## src/psfi_defs.svh

```systemverilog
`ifndef PSFI_DEFS_SVH
`define PSFI_DEFS_SVH

// ==========================================================
// register offsets
`define PSFI_OFS_GLOBAL 8'h00
`define PSFI_OFS_REGUL 8'h01
`define PSFI_OFS_GMASK 8'h02
`define PSFI_OFS_VMASK 8'h03

// ==========================================================
// reset values
`define PSFI_GFLAG_RST 5'h00
`define PSFI_VFLAG_RST 6'h00
`define PSFI_GMASK_RST 8'h01
`define PSFI_VMASK_RST 6'h00

// ==========================================================
// global flag bit positions
`define PSFI_G_FUSE_LOAD 0
`define PSFI_G_FUSE_CRC 1
`define PSFI_G_BUS_FAULT 2
`define PSFI_G_OVER_TEMP 3
`define PSFI_G_REG_SUM 4

// ==========================================================
// regulation flag layout: regained in [2:0], lost in [5:3]
`define PSFI_V_REGAIN_LSB 0
`define PSFI_V_LOST_LSB 3
`define PSFI_N_OUTPUTS 3

`endif

```

## src/psfi_pkg.sv

```systemverilog
`default_nettype none

package psfi_pkg;
  typedef logic [7:0] psfi_byte_t;
  typedef logic [4:0] psfi_gflags_t;
  typedef logic [5:0] psfi_vflags_t;
  typedef enum logic [2:0] {
    PSFI_SEL_GLOBAL,
    PSFI_SEL_REGUL,
    PSFI_SEL_GMASK,
    PSFI_SEL_VMASK,
    PSFI_SEL_NONE
  } psfi_sel_e;
endpackage

`default_nettype wire

```

## src/psfi_flag_bank.sv

```systemverilog
`default_nettype none

module psfi_flag_bank #(
  parameter int WIDTH = 6,
  parameter logic [WIDTH-1:0] RESET_VAL = '0
) (
  // clock and reset
  input wire logic clk,
  input wire logic rst_n,
  // events and clears
  input wire logic [WIDTH-1:0] set_pulse,
  input wire logic [WIDTH-1:0] clr_pulse,
  // flags
  output logic [WIDTH-1:0] flags
);

  logic [WIDTH-1:0] flags_reg;

  // ==========================================================
  // sticky flags, one per bit
  genvar i;
  generate
    for (i = 0; i < WIDTH; i++) begin : g_flag
      always_ff @(posedge clk or negedge rst_n) begin
        if (!rst_n) begin
          flags_reg[i] <= RESET_VAL[i];
        end else if (set_pulse[i]) begin
          // set wins over a clear in the same cycle so no event is lost
          flags_reg[i] <= 1'b1;
        end else if (clr_pulse[i]) begin
          flags_reg[i] <= 1'b0;
        end
      end
    end
  endgenerate

  assign flags = flags_reg;

endmodule // psfi_flag_bank

`default_nettype wire

```

## src/psfi_trans_det.sv

```systemverilog
`default_nettype none

module psfi_trans_det #(
  parameter int N = 3
) (
  // clock and reset
  input wire logic clk,
  input wire logic rst_n,
  // live in-regulation levels
  input wire logic [N-1:0] in_reg,
  // transition pulses
  output logic [N-1:0] lost,
  output logic [N-1:0] regained
);

  logic [N-1:0] prev_reg;
  logic primed_reg;

  // ==========================================================
  // history; the first sample after reset only primes it, so the
  // start-up level of an output is not reported as a transition
  always_ff @(posedge clk or negedge rst_n) begin
    if (!rst_n) begin
      prev_reg <= '0;
    end else begin
      prev_reg <= in_reg;
    end
  end

  always_ff @(posedge clk or negedge rst_n) begin
    if (!rst_n) begin
      primed_reg <= 1'b0;
    end else begin
      primed_reg <= 1'b1;
    end
  end

  assign lost = {N{primed_reg}} & prev_reg & ~in_reg;
  assign regained = {N{primed_reg}} & ~prev_reg & in_reg;

endmodule // psfi_trans_det

`default_nettype wire

```

## src/psfi_top.sv

```systemverilog
`include "psfi_defs.svh"
`default_nettype none

// What this block does
// RULE_01 - over-temperature sample above limit sets flag
// RULE_02 - temperature evaluated only with nonzero sample period
// RULE_03 - temperature, bus, checksum flags masked after reset
// RULE_04 - serial-bus fault sets sticky bus flag
// RULE_05 - fuse checksum fault sets sticky checksum flag
// RULE_06 - every reset release loads fuses, sets bit 0
// RULE_07 - fuse-load flag unmasked after reset, raises interrupt
// RULE_08 - host clears fuse-load flag after power-up
// RULE_09 - host keeps fuse-load flag unmasked permanently
// RULE_10 - writing one clears flag, zero keeps it
// RULE_11 - host writes zeros to reserved bits 7:6
// RULE_12 - third output losing regulation sets bit 5
// RULE_13 - second output losing regulation sets bit 4
// RULE_14 - first output losing regulation sets bit 3
// RULE_15 - third output regaining regulation sets bit 2
// RULE_16 - second output regaining regulation sets bit 1
// RULE_17 - host uses live state for regulation status
// RULE_18 - any unmasked regulation flag sets summary flag
// RULE_19 - regulation mask bit one passes flag on
// RULE_20 - interrupt asserted while any unmasked global flag
// RULE_21 - all flags zero after reset except fuse-load
module psfi_top #(
  parameter int TEMP_W = 8,
  parameter int PERIOD_W = 3
) (
  // clock and reset
  input wire logic SYS_CLK,
  input wire logic RSTN,
  // register port from the serial interface
  input wire psfi_pkg::psfi_byte_t REG_ADDR,
  input wire logic REG_WR,
  input wire psfi_pkg::psfi_byte_t REG_WDATA,
  input wire logic REG_RD,
  output psfi_pkg::psfi_byte_t REG_RDATA,
  // converter
  input wire logic ADC_TEMP_VALID,
  input wire logic [TEMP_W-1:0] ADC_TEMP_CODE,
  input wire logic [TEMP_W-1:0] TEMP_LIMIT_FIELD,
  input wire logic [PERIOD_W-1:0] CONVERSION_PERIOD_FIELD,
  // fault and load events
  input wire logic BUS_FAULT,
  input wire logic FUSE_CRC_FAULT,
  input wire logic FUSE_LOAD_DONE,
  // live regulation state of the three outputs
  input wire logic [2:0] OUT_IN_REG,
  // outputs
  output logic FUSE_LOAD_START,
  output logic IRQ_N
);
  import psfi_pkg::*;

  psfi_sel_e sel;
  logic wr_global;
  logic wr_regul;
  logic boot_reg;
  logic over_temp;
  logic irq_reg;
  psfi_byte_t rdata_reg;
  psfi_byte_t gmask_reg;
  psfi_vflags_t vmask_reg;
  psfi_gflags_t gflags;
  psfi_gflags_t gset;
  psfi_gflags_t gclr;
  psfi_vflags_t vflags;
  psfi_vflags_t vset;
  psfi_vflags_t vclr;
  logic [2:0] out_lost;
  logic [2:0] out_regained;

  // ==========================================================
  // address decode
  always_comb begin
    case (REG_ADDR)
      `PSFI_OFS_GLOBAL: sel = PSFI_SEL_GLOBAL;
      `PSFI_OFS_REGUL: sel = PSFI_SEL_REGUL;
      `PSFI_OFS_GMASK: sel = PSFI_SEL_GMASK;
      `PSFI_OFS_VMASK: sel = PSFI_SEL_VMASK;
      default: sel = PSFI_SEL_NONE;
    endcase
  end

  assign wr_global = REG_WR && (sel == PSFI_SEL_GLOBAL);
  assign wr_regul = REG_WR && (sel == PSFI_SEL_REGUL);

  // ==========================================================
  // fuse load after reset release
  // high through reset, dropped on the first edge after release; the reset itself is the load request
  always_ff @(posedge SYS_CLK or negedge RSTN) begin
    if (!RSTN) begin
      boot_reg <= 1'b1;
    end else begin
      boot_reg <= 1'b0;
    end
  end

  assign FUSE_LOAD_START = boot_reg; // RULE_06

  // ==========================================================
  // global events
  // the comparison is skipped when no periodic sampling is programmed
  assign over_temp = ADC_TEMP_VALID && (CONVERSION_PERIOD_FIELD != '0) // RULE_02
                     && (ADC_TEMP_CODE > TEMP_LIMIT_FIELD); // RULE_01

  always_comb begin
    gset = '0;
    gset[`PSFI_G_FUSE_LOAD] = boot_reg || FUSE_LOAD_DONE; // RULE_06
    gset[`PSFI_G_FUSE_CRC] = FUSE_CRC_FAULT; // RULE_05
    gset[`PSFI_G_BUS_FAULT] = BUS_FAULT; // RULE_04
    gset[`PSFI_G_OVER_TEMP] = over_temp; // RULE_01
    // summary is set as a level by the masked regulation flags, then held until the host clears it
    gset[`PSFI_G_REG_SUM] = |(vflags & vmask_reg); // RULE_18 RULE_19
  end

  assign gclr = wr_global ? REG_WDATA[4:0] : '0; // RULE_10

  psfi_flag_bank #(
    .WIDTH(5),
    .RESET_VAL(`PSFI_GFLAG_RST) // RULE_21
  ) u_global_flags (
    .clk(SYS_CLK),
    .rst_n(RSTN),
    .set_pulse(gset),
    .clr_pulse(gclr),
    .flags(gflags)
  );

  // ==========================================================
  // regulation events
  psfi_trans_det #(
    .N(`PSFI_N_OUTPUTS)
  ) u_trans (
    .clk(SYS_CLK),
    .rst_n(RSTN),
    .in_reg(OUT_IN_REG),
    .lost(out_lost),
    .regained(out_regained)
  );

  assign vset = {out_lost, out_regained}; // RULE_12 RULE_13 RULE_14 RULE_15 RULE_16
  // reserved bits 7:6 are dropped from the clear
  assign vclr = wr_regul ? REG_WDATA[5:0] : '0; // RULE_10 RULE_11

  psfi_flag_bank #(
    .WIDTH(6),
    .RESET_VAL(`PSFI_VFLAG_RST) // RULE_21
  ) u_regul_flags (
    .clk(SYS_CLK),
    .rst_n(RSTN),
    .set_pulse(vset),
    .clr_pulse(vclr),
    .flags(vflags)
  );

  // ==========================================================
  // mask registers
  always_ff @(posedge SYS_CLK or negedge RSTN) begin
    if (!RSTN) begin
      gmask_reg <= `PSFI_GMASK_RST; // RULE_03 RULE_07
    end else if (REG_WR && (sel == PSFI_SEL_GMASK)) begin
      gmask_reg <= REG_WDATA;
    end
  end

  always_ff @(posedge SYS_CLK or negedge RSTN) begin
    if (!RSTN) begin
      vmask_reg <= `PSFI_VMASK_RST;
    end else if (REG_WR && (sel == PSFI_SEL_VMASK)) begin
      vmask_reg <= REG_WDATA[5:0]; // RULE_19
    end
  end

  // ==========================================================
  // interrupt pin, active low, registered to avoid glitches on the pad
  // a flag raised in one cycle reaches the pin one cycle later
  always_ff @(posedge SYS_CLK or negedge RSTN) begin
    if (!RSTN) begin
      irq_reg <= 1'b0;
    end else begin
      irq_reg <= |(gflags & gmask_reg[4:0]); // RULE_20
    end
  end

  assign IRQ_N = ~irq_reg;

  // ==========================================================
  // read data; global bits 7:5 and regulation bits 7:6 read zero
  always_ff @(posedge SYS_CLK or negedge RSTN) begin
    if (!RSTN) begin
      rdata_reg <= 8'h00;
    end else if (REG_RD) begin
      case (sel)
        PSFI_SEL_GLOBAL: rdata_reg <= {3'h0, gflags};
        PSFI_SEL_REGUL: rdata_reg <= {2'h0, vflags};
        PSFI_SEL_GMASK: rdata_reg <= gmask_reg;
        PSFI_SEL_VMASK: rdata_reg <= {2'h0, vmask_reg};
        default: rdata_reg <= 8'h00;
      endcase
    end
  end

  assign REG_RDATA = rdata_reg;
endmodule // psfi_top

`default_nettype wire

```

## config.mk

```make
export PLATFORM = sky130hd
export DESIGN_NAME = psfi_top
export DESIGN_NICKNAME = d
export VERILOG_FILES = /design/src/psfi_pkg.sv /design/src/psfi_flag_bank.sv /design/src/psfi_trans_det.sv /design/src/psfi_top.sv
export VERILOG_INCLUDE_DIRS = /design/src
export SDC_FILE = /design/constraint.sdc
export NUM_CORES = 1
export LEC_CHECK = 0
export ABC_AREA = 1
export BUFFER_PORTS_ARGS = -buffer_cell sky130_fd_sc_hd__buf_2
export CORE_UTILIZATION = 38
export DETAILED_ROUTE_END_ITERATION = 8
export PLACE_DENSITY = 0.61
export SKIP_CTS_REPAIR_TIMING = 1
export SYNTH_ARGS = -nofsm -noshare
export SYNTH_HDL_FRONTEND = slang
export SYNTH_SLANG_ARGS = --single-unit
```

## constraint.sdc

```tcl
create_clock -name SYS_CLK -period 1.7 [get_ports SYS_CLK]
set_input_delay 0.255 -clock SYS_CLK [delete_from_list [all_inputs] [get_ports SYS_CLK]]
set_output_delay 0.255 -clock SYS_CLK [all_outputs]
set_load 0.1 [all_outputs]
```

Yosys cells after proc, flatten, opt, wreduce, memory -nomap -nowiden
Cells that the tools add are included.

Flip-flop bits (word level): 39. Bits in latches: 0. Bits in writable memories: 0. Memory bits (read-only): 0. Output and inout bits: 10. Logic and storage cells: 83. Memories: 0.

$add $sub $neg: 0. Multiply operators: 0. Divide/modulo/power cells: 0. Order comparisons: 1. Equal/unequal tests: 6. Shift-type cells: 0. Mux-type cells: 26. Bitwise logic cells: 9. Reduce and logical (&&, ||, !) cells: 23.

Operators by type and width (count): case mux 8 bit (4 select lines) (1); two-way mux 1 bit (22); nonzero test 2 bit (11); equality test 8 x 2 -> 1 bit (second input constant) (2); AND 3 bit (4); case mux 3 bit (4 select lines) (1); equality test 8 x 1 -> 1 bit (second input constant) (1); greater-than comparator 8 bit (1); zero test 8 bit (1); AND 6 bit (1); equality test 3 x 2 -> 1 bit (second input constant) (2); logical AND 1 bit (6); two-way mux 6 bit (1); NOT 3 bit (2); OR reduction 6 bit (1); AND 5 bit (1); two-way mux 5 bit (1); OR reduction 5 bit (1); equality test 3 x 1 -> 1 bit (second input constant) (1); zero test 3 bit (1); nonzero test 3 bit (1); logical OR 1 bit (1); NOT 1 bit (1).

Depth between registers and ports, before layout
Depth in word-level cells: 7. Depth in mapped cells: 9. Mapped depth without buffers: 9.

Hierarchy
A second synthesis with hierarchy kept.

Cell total of the unflattened synthesis: 281. Area total of the unflattened synthesis: 2125.8 µm².

Modules (own cells, without submodules): psfi_top (times used 1, cells an instance 209, area an instance 1536.5 µm², seq. area each 603.1 µm²); psfi_flag_bank at u_regul_flags (times used 1, cells an instance 30, area an instance 240.2 µm², seq. area each 150.1 µm²); psfi_flag_bank at u_global_flags (times used 1, cells an instance 25, area an instance 200.2 µm², seq. area each 125.1 µm²); psfi_trans_det (times used 1, cells an instance 17, area an instance 148.9 µm², seq. area each 100.1 µm²).

Least setup slack after synthesis
No wires, ideal clock.

Path type: register -> output. Start point: register irq_reg. End point: output port IRQ_N. Arrival: 0.926 ns. Required time: 1.445 ns. Path slack: 0.519 ns. Stages on the path, launching flop included: 2. Path through: dfrtp_1 -> inv_1.

Longest elaborated chain between the ends: 1.

RTL lines: start: declaration (RTL line psfi_top.sv:61) `logic irq_reg;`; start signal: assignment (RTL line psfi_top.sv:183) `irq_reg <= |(gflags & gmask_reg[4:0]);`; NOT 1 bit (RTL line psfi_top.sv:187) `assign IRQ_N = ~irq_reg;`; end: declaration (RTL line psfi_top.sv:52) `output logic IRQ_N`.

Every way passes these cells.

Worst setup path in the final report
Start point: register boot_reg, in the netlist FUSE_LOAD_START. End point: output port FUSE_LOAD_START.

RTL lines: start: declaration (RTL line psfi_top.sv:59) `logic boot_reg;`; start signal: assignment (RTL line psfi_top.sv:94) `boot_reg <= 1'b1;`; start signal: assignment (RTL line psfi_top.sv:96) `boot_reg <= 1'b0;`; end: declaration (RTL line psfi_top.sv:51) `output logic FUSE_LOAD_START,`.

No word-level cell between the ends.

==> results.yml <==
power:
  power_frac_comb_pct: 13.3
  clkPwrFrac_pct: 38.8
  switchingPower_w: 0.000512
  intPower_w: 0.00153
  leakage_nw: 1.35
  peakVddDrop_mv: 0.506
  switching_share_pct: 25.1
  powerDensity_nw_per_um2: 810
  seqPwrFrac_pct: 47.9
  finalPower_w: 0.00204
yosys:
  synth_edf_count: 0
  syn-num-nets: 299
  synth.most_common_cell: "nand2_1"
  synth-main-ff-cell: "dfrtp_1"
  synth_area_per_cell_um2: 8.41
  syn_area_um2: 2060
  ys_types: 29
  syn_inst: 245
  synth_top_area_cell: "dfrtp_1"
  synth_top_area_share_pct: 45.0
  yosysWarnings: 0
  async_flop_share_pct: 100
  ys_seq_area_share_pct: 47.5
  yosys-top-cells-area: "dfrtp_1 (45%), nand2_1 (14%), nand3_1 (6.1%)"
  ys_ff_latch: 39
  ys_top_cells_by_count: "nand2_1 (77), dfrtp_1 (37), inv_1 (26)"
routing:
  drtPass1Iterations: 4
  drtIter0Drc: 78
  post_drt_via_cell_ratio: 4.63
  dr_total_vias: 1741
  wirelength_um: 4370
  drt.antenna.violating_nets: 0
  drcViolationCount: 0
  wl_per_cell_um: 11.6
layout:
  instances_no_fill: 376
  nets: 359
  multi_input_area_um2: 945
  n_fill_cell: 546
  antenna_cells: 0
  regArea_um2: 978
  fin_util_pct: 48.7
  area_growth_pct: 22.4
  final_layout_size_suffix_gt1_share_pct: 29.1
sta:
  rsz0062_at_grt: "false"
  finalClockSkew_ns: 0.00850
  hold_viol: 0
  period_share_pct: 87.5
  period_needed_ns: 1.49
  setup_tns_ns: 0
  slew_viol_final: 0
  finalSetupViolCount: 0
  max_freq_ghz: 0.672
grt:
  gr-usage-all-layers_pct: 17.5
  antenna_found_initial: 0
  grt_pass1_vias: 1662
  gr-total-overflow: 0
  grt_pass1_wl_um: 7410
  grt_max_degree: 40
clock_network:
  cts_tree: "done"
  insertion_delay_ns: 0.29
  cts_max_level: 2
  cts_max_path_buffers: 2
  cts_sinks: 39
  clockRootBuffer: "clkbuf_8"
  cts_made_buffers: 5
  clkTransAtPathRegs_ns: 0.08
critical_path:
  cp_num_buf_inv: 1
  cp.arrival_ns: 1.23
  crit_start: "FUSE_LOAD_START"
  path_cells: "buf_2"
  path_max_fanout: 2
  cp_slowest_cell: "dfstp_2"
  critPathTopFamily: "flip-flops"
  crit_type: "flip-flop to output pin"
  worstSetupStartpointType: "flip-flop"
  cpPeakStageDelay_ns: 0.53
  rr_startpoint: "u_regul_flags.flags[1]"
  required_ns: 1.44
  cp-end-kind: "output pin"
placement:
  dp.cells: 368
  gp_congestion: 0.795
  dp_hpwl_um: 3380
  port_buffers: 55
floorplan:
  row_count: 26
  coreArea_um2: 5170
  die_area_um2: 5720
  io_pins: 56
  start_util_pct: 39.8
  die_w_um: 75.6
  die_h_um: 75.6
flow_run:
  maxCapViolations: 0
min_path:
  hold_class: "input pin to async pin"
outcome:
  status: "complete, no violations"
[area by class of cell]
cell class | instances | area share [%]
clock inverters | 2 | 1.39
multi-input cells | 175 | 37.5
flip-flops and latches | 39 | 38.8
well taps | 70 | 3.48
repair buffers | 57 | 11.5
inverters | 27 | 4.02
clock buffers | 6 | 3.28
[power groups by stage]
stage | Clock (W) | Sequential, W | Combinational (W)
after floorplan | 0 | 0.00101 | 0.000151
after global placement | 0 | 0.000996 | 0.000270
after detailed placement | 0 | 0.000996 | 0.000275
after CTS | 0.000806 | 0.000978 | 0.000276
after global routing | 0.000845 | 0.000982 | 0.000309
final | 0.000792 | 0.000978 | 0.000271
[kinds of logic (layout without fill, tap and decap cells)]
family | Yosys count | after routing | synth area share, %
buf+inv | 31 | 92 | 6.62
compound gates | 41 | 41 | 12.8
fa+ha+maj | 8 | 8 | 4.86
other cells | 2 | 2 | 0.365
flops | 39 | 39 | 47.5
simple gates | 124 | 124 | 27.8
[per-layer routing]
metal | track usage, % | part of all wire (%) | up-vias
met3 | 3.57 | 3.9 | 5
met5 | 0 | 0 | -
met4 | 5.56 | 0.96 | 0
met1 | 21.8 | 48 | 777
met2 | 30.5 | 47 | 47
li1 | - | - | 912
[through the flow]
stage               worst slack, ns  instance area (um2)  hold WS (ns)
detailed placement            0.325                 2400         0.335
global route                  0.176                 2520        0.0580
finish                        0.213                 2520       0.00692
global placement              0.334                 2400         0.338
floorplan                     0.519                 2060       -0.0406
CTS                           0.197                 2520        0.0211
[cell usage in the layout (no fill, tap or decap)]
cell / instances
nand2_1: 77
buf_2: 55
dfrtp_1: 37
inv_1: 26
nand3_1: 25
o21ai_0: 18
o21ai_2: 11
nor2_1: 8
ha_1: 8
clkbuf_8: 6
a21oi_1: 4
a22o_1: 3
o21ai_1: 3
dfstp_2: 2
conb_1: 2
nand2_4: 2
nand2_2: 2
nor2_2: 2
nor2_4: 2
buf_4: 2
a221oi_1: 1
nor3_4: 1
inv_2: 1
nand3_4: 1
nor3_1: 1
nand4_1: 1
or3_1: 1
o21a_1: 1
nand3b_1: 1
clkinv_2: 1
bufinv_16: 1
[final timing paths]
path                                                 to  slack [ns]  depth (start not counted)
min in group SYS_CLK                u_trans.prev_reg[2]        0.09                          1
worst min register to register   u_regul_flags.flags[1]        0.46                          1
worst max register to register  u_global_flags.flags[4]        0.68                          3
worst min-delay path                       REG_RDATA[0]       0.007                          2
worst max-delay path                    FUSE_LOAD_START        0.21                          1
max in group asynchronous               FUSE_LOAD_START        1.33                          2
No activity file was read; power rests on OpenSTA's default activity.
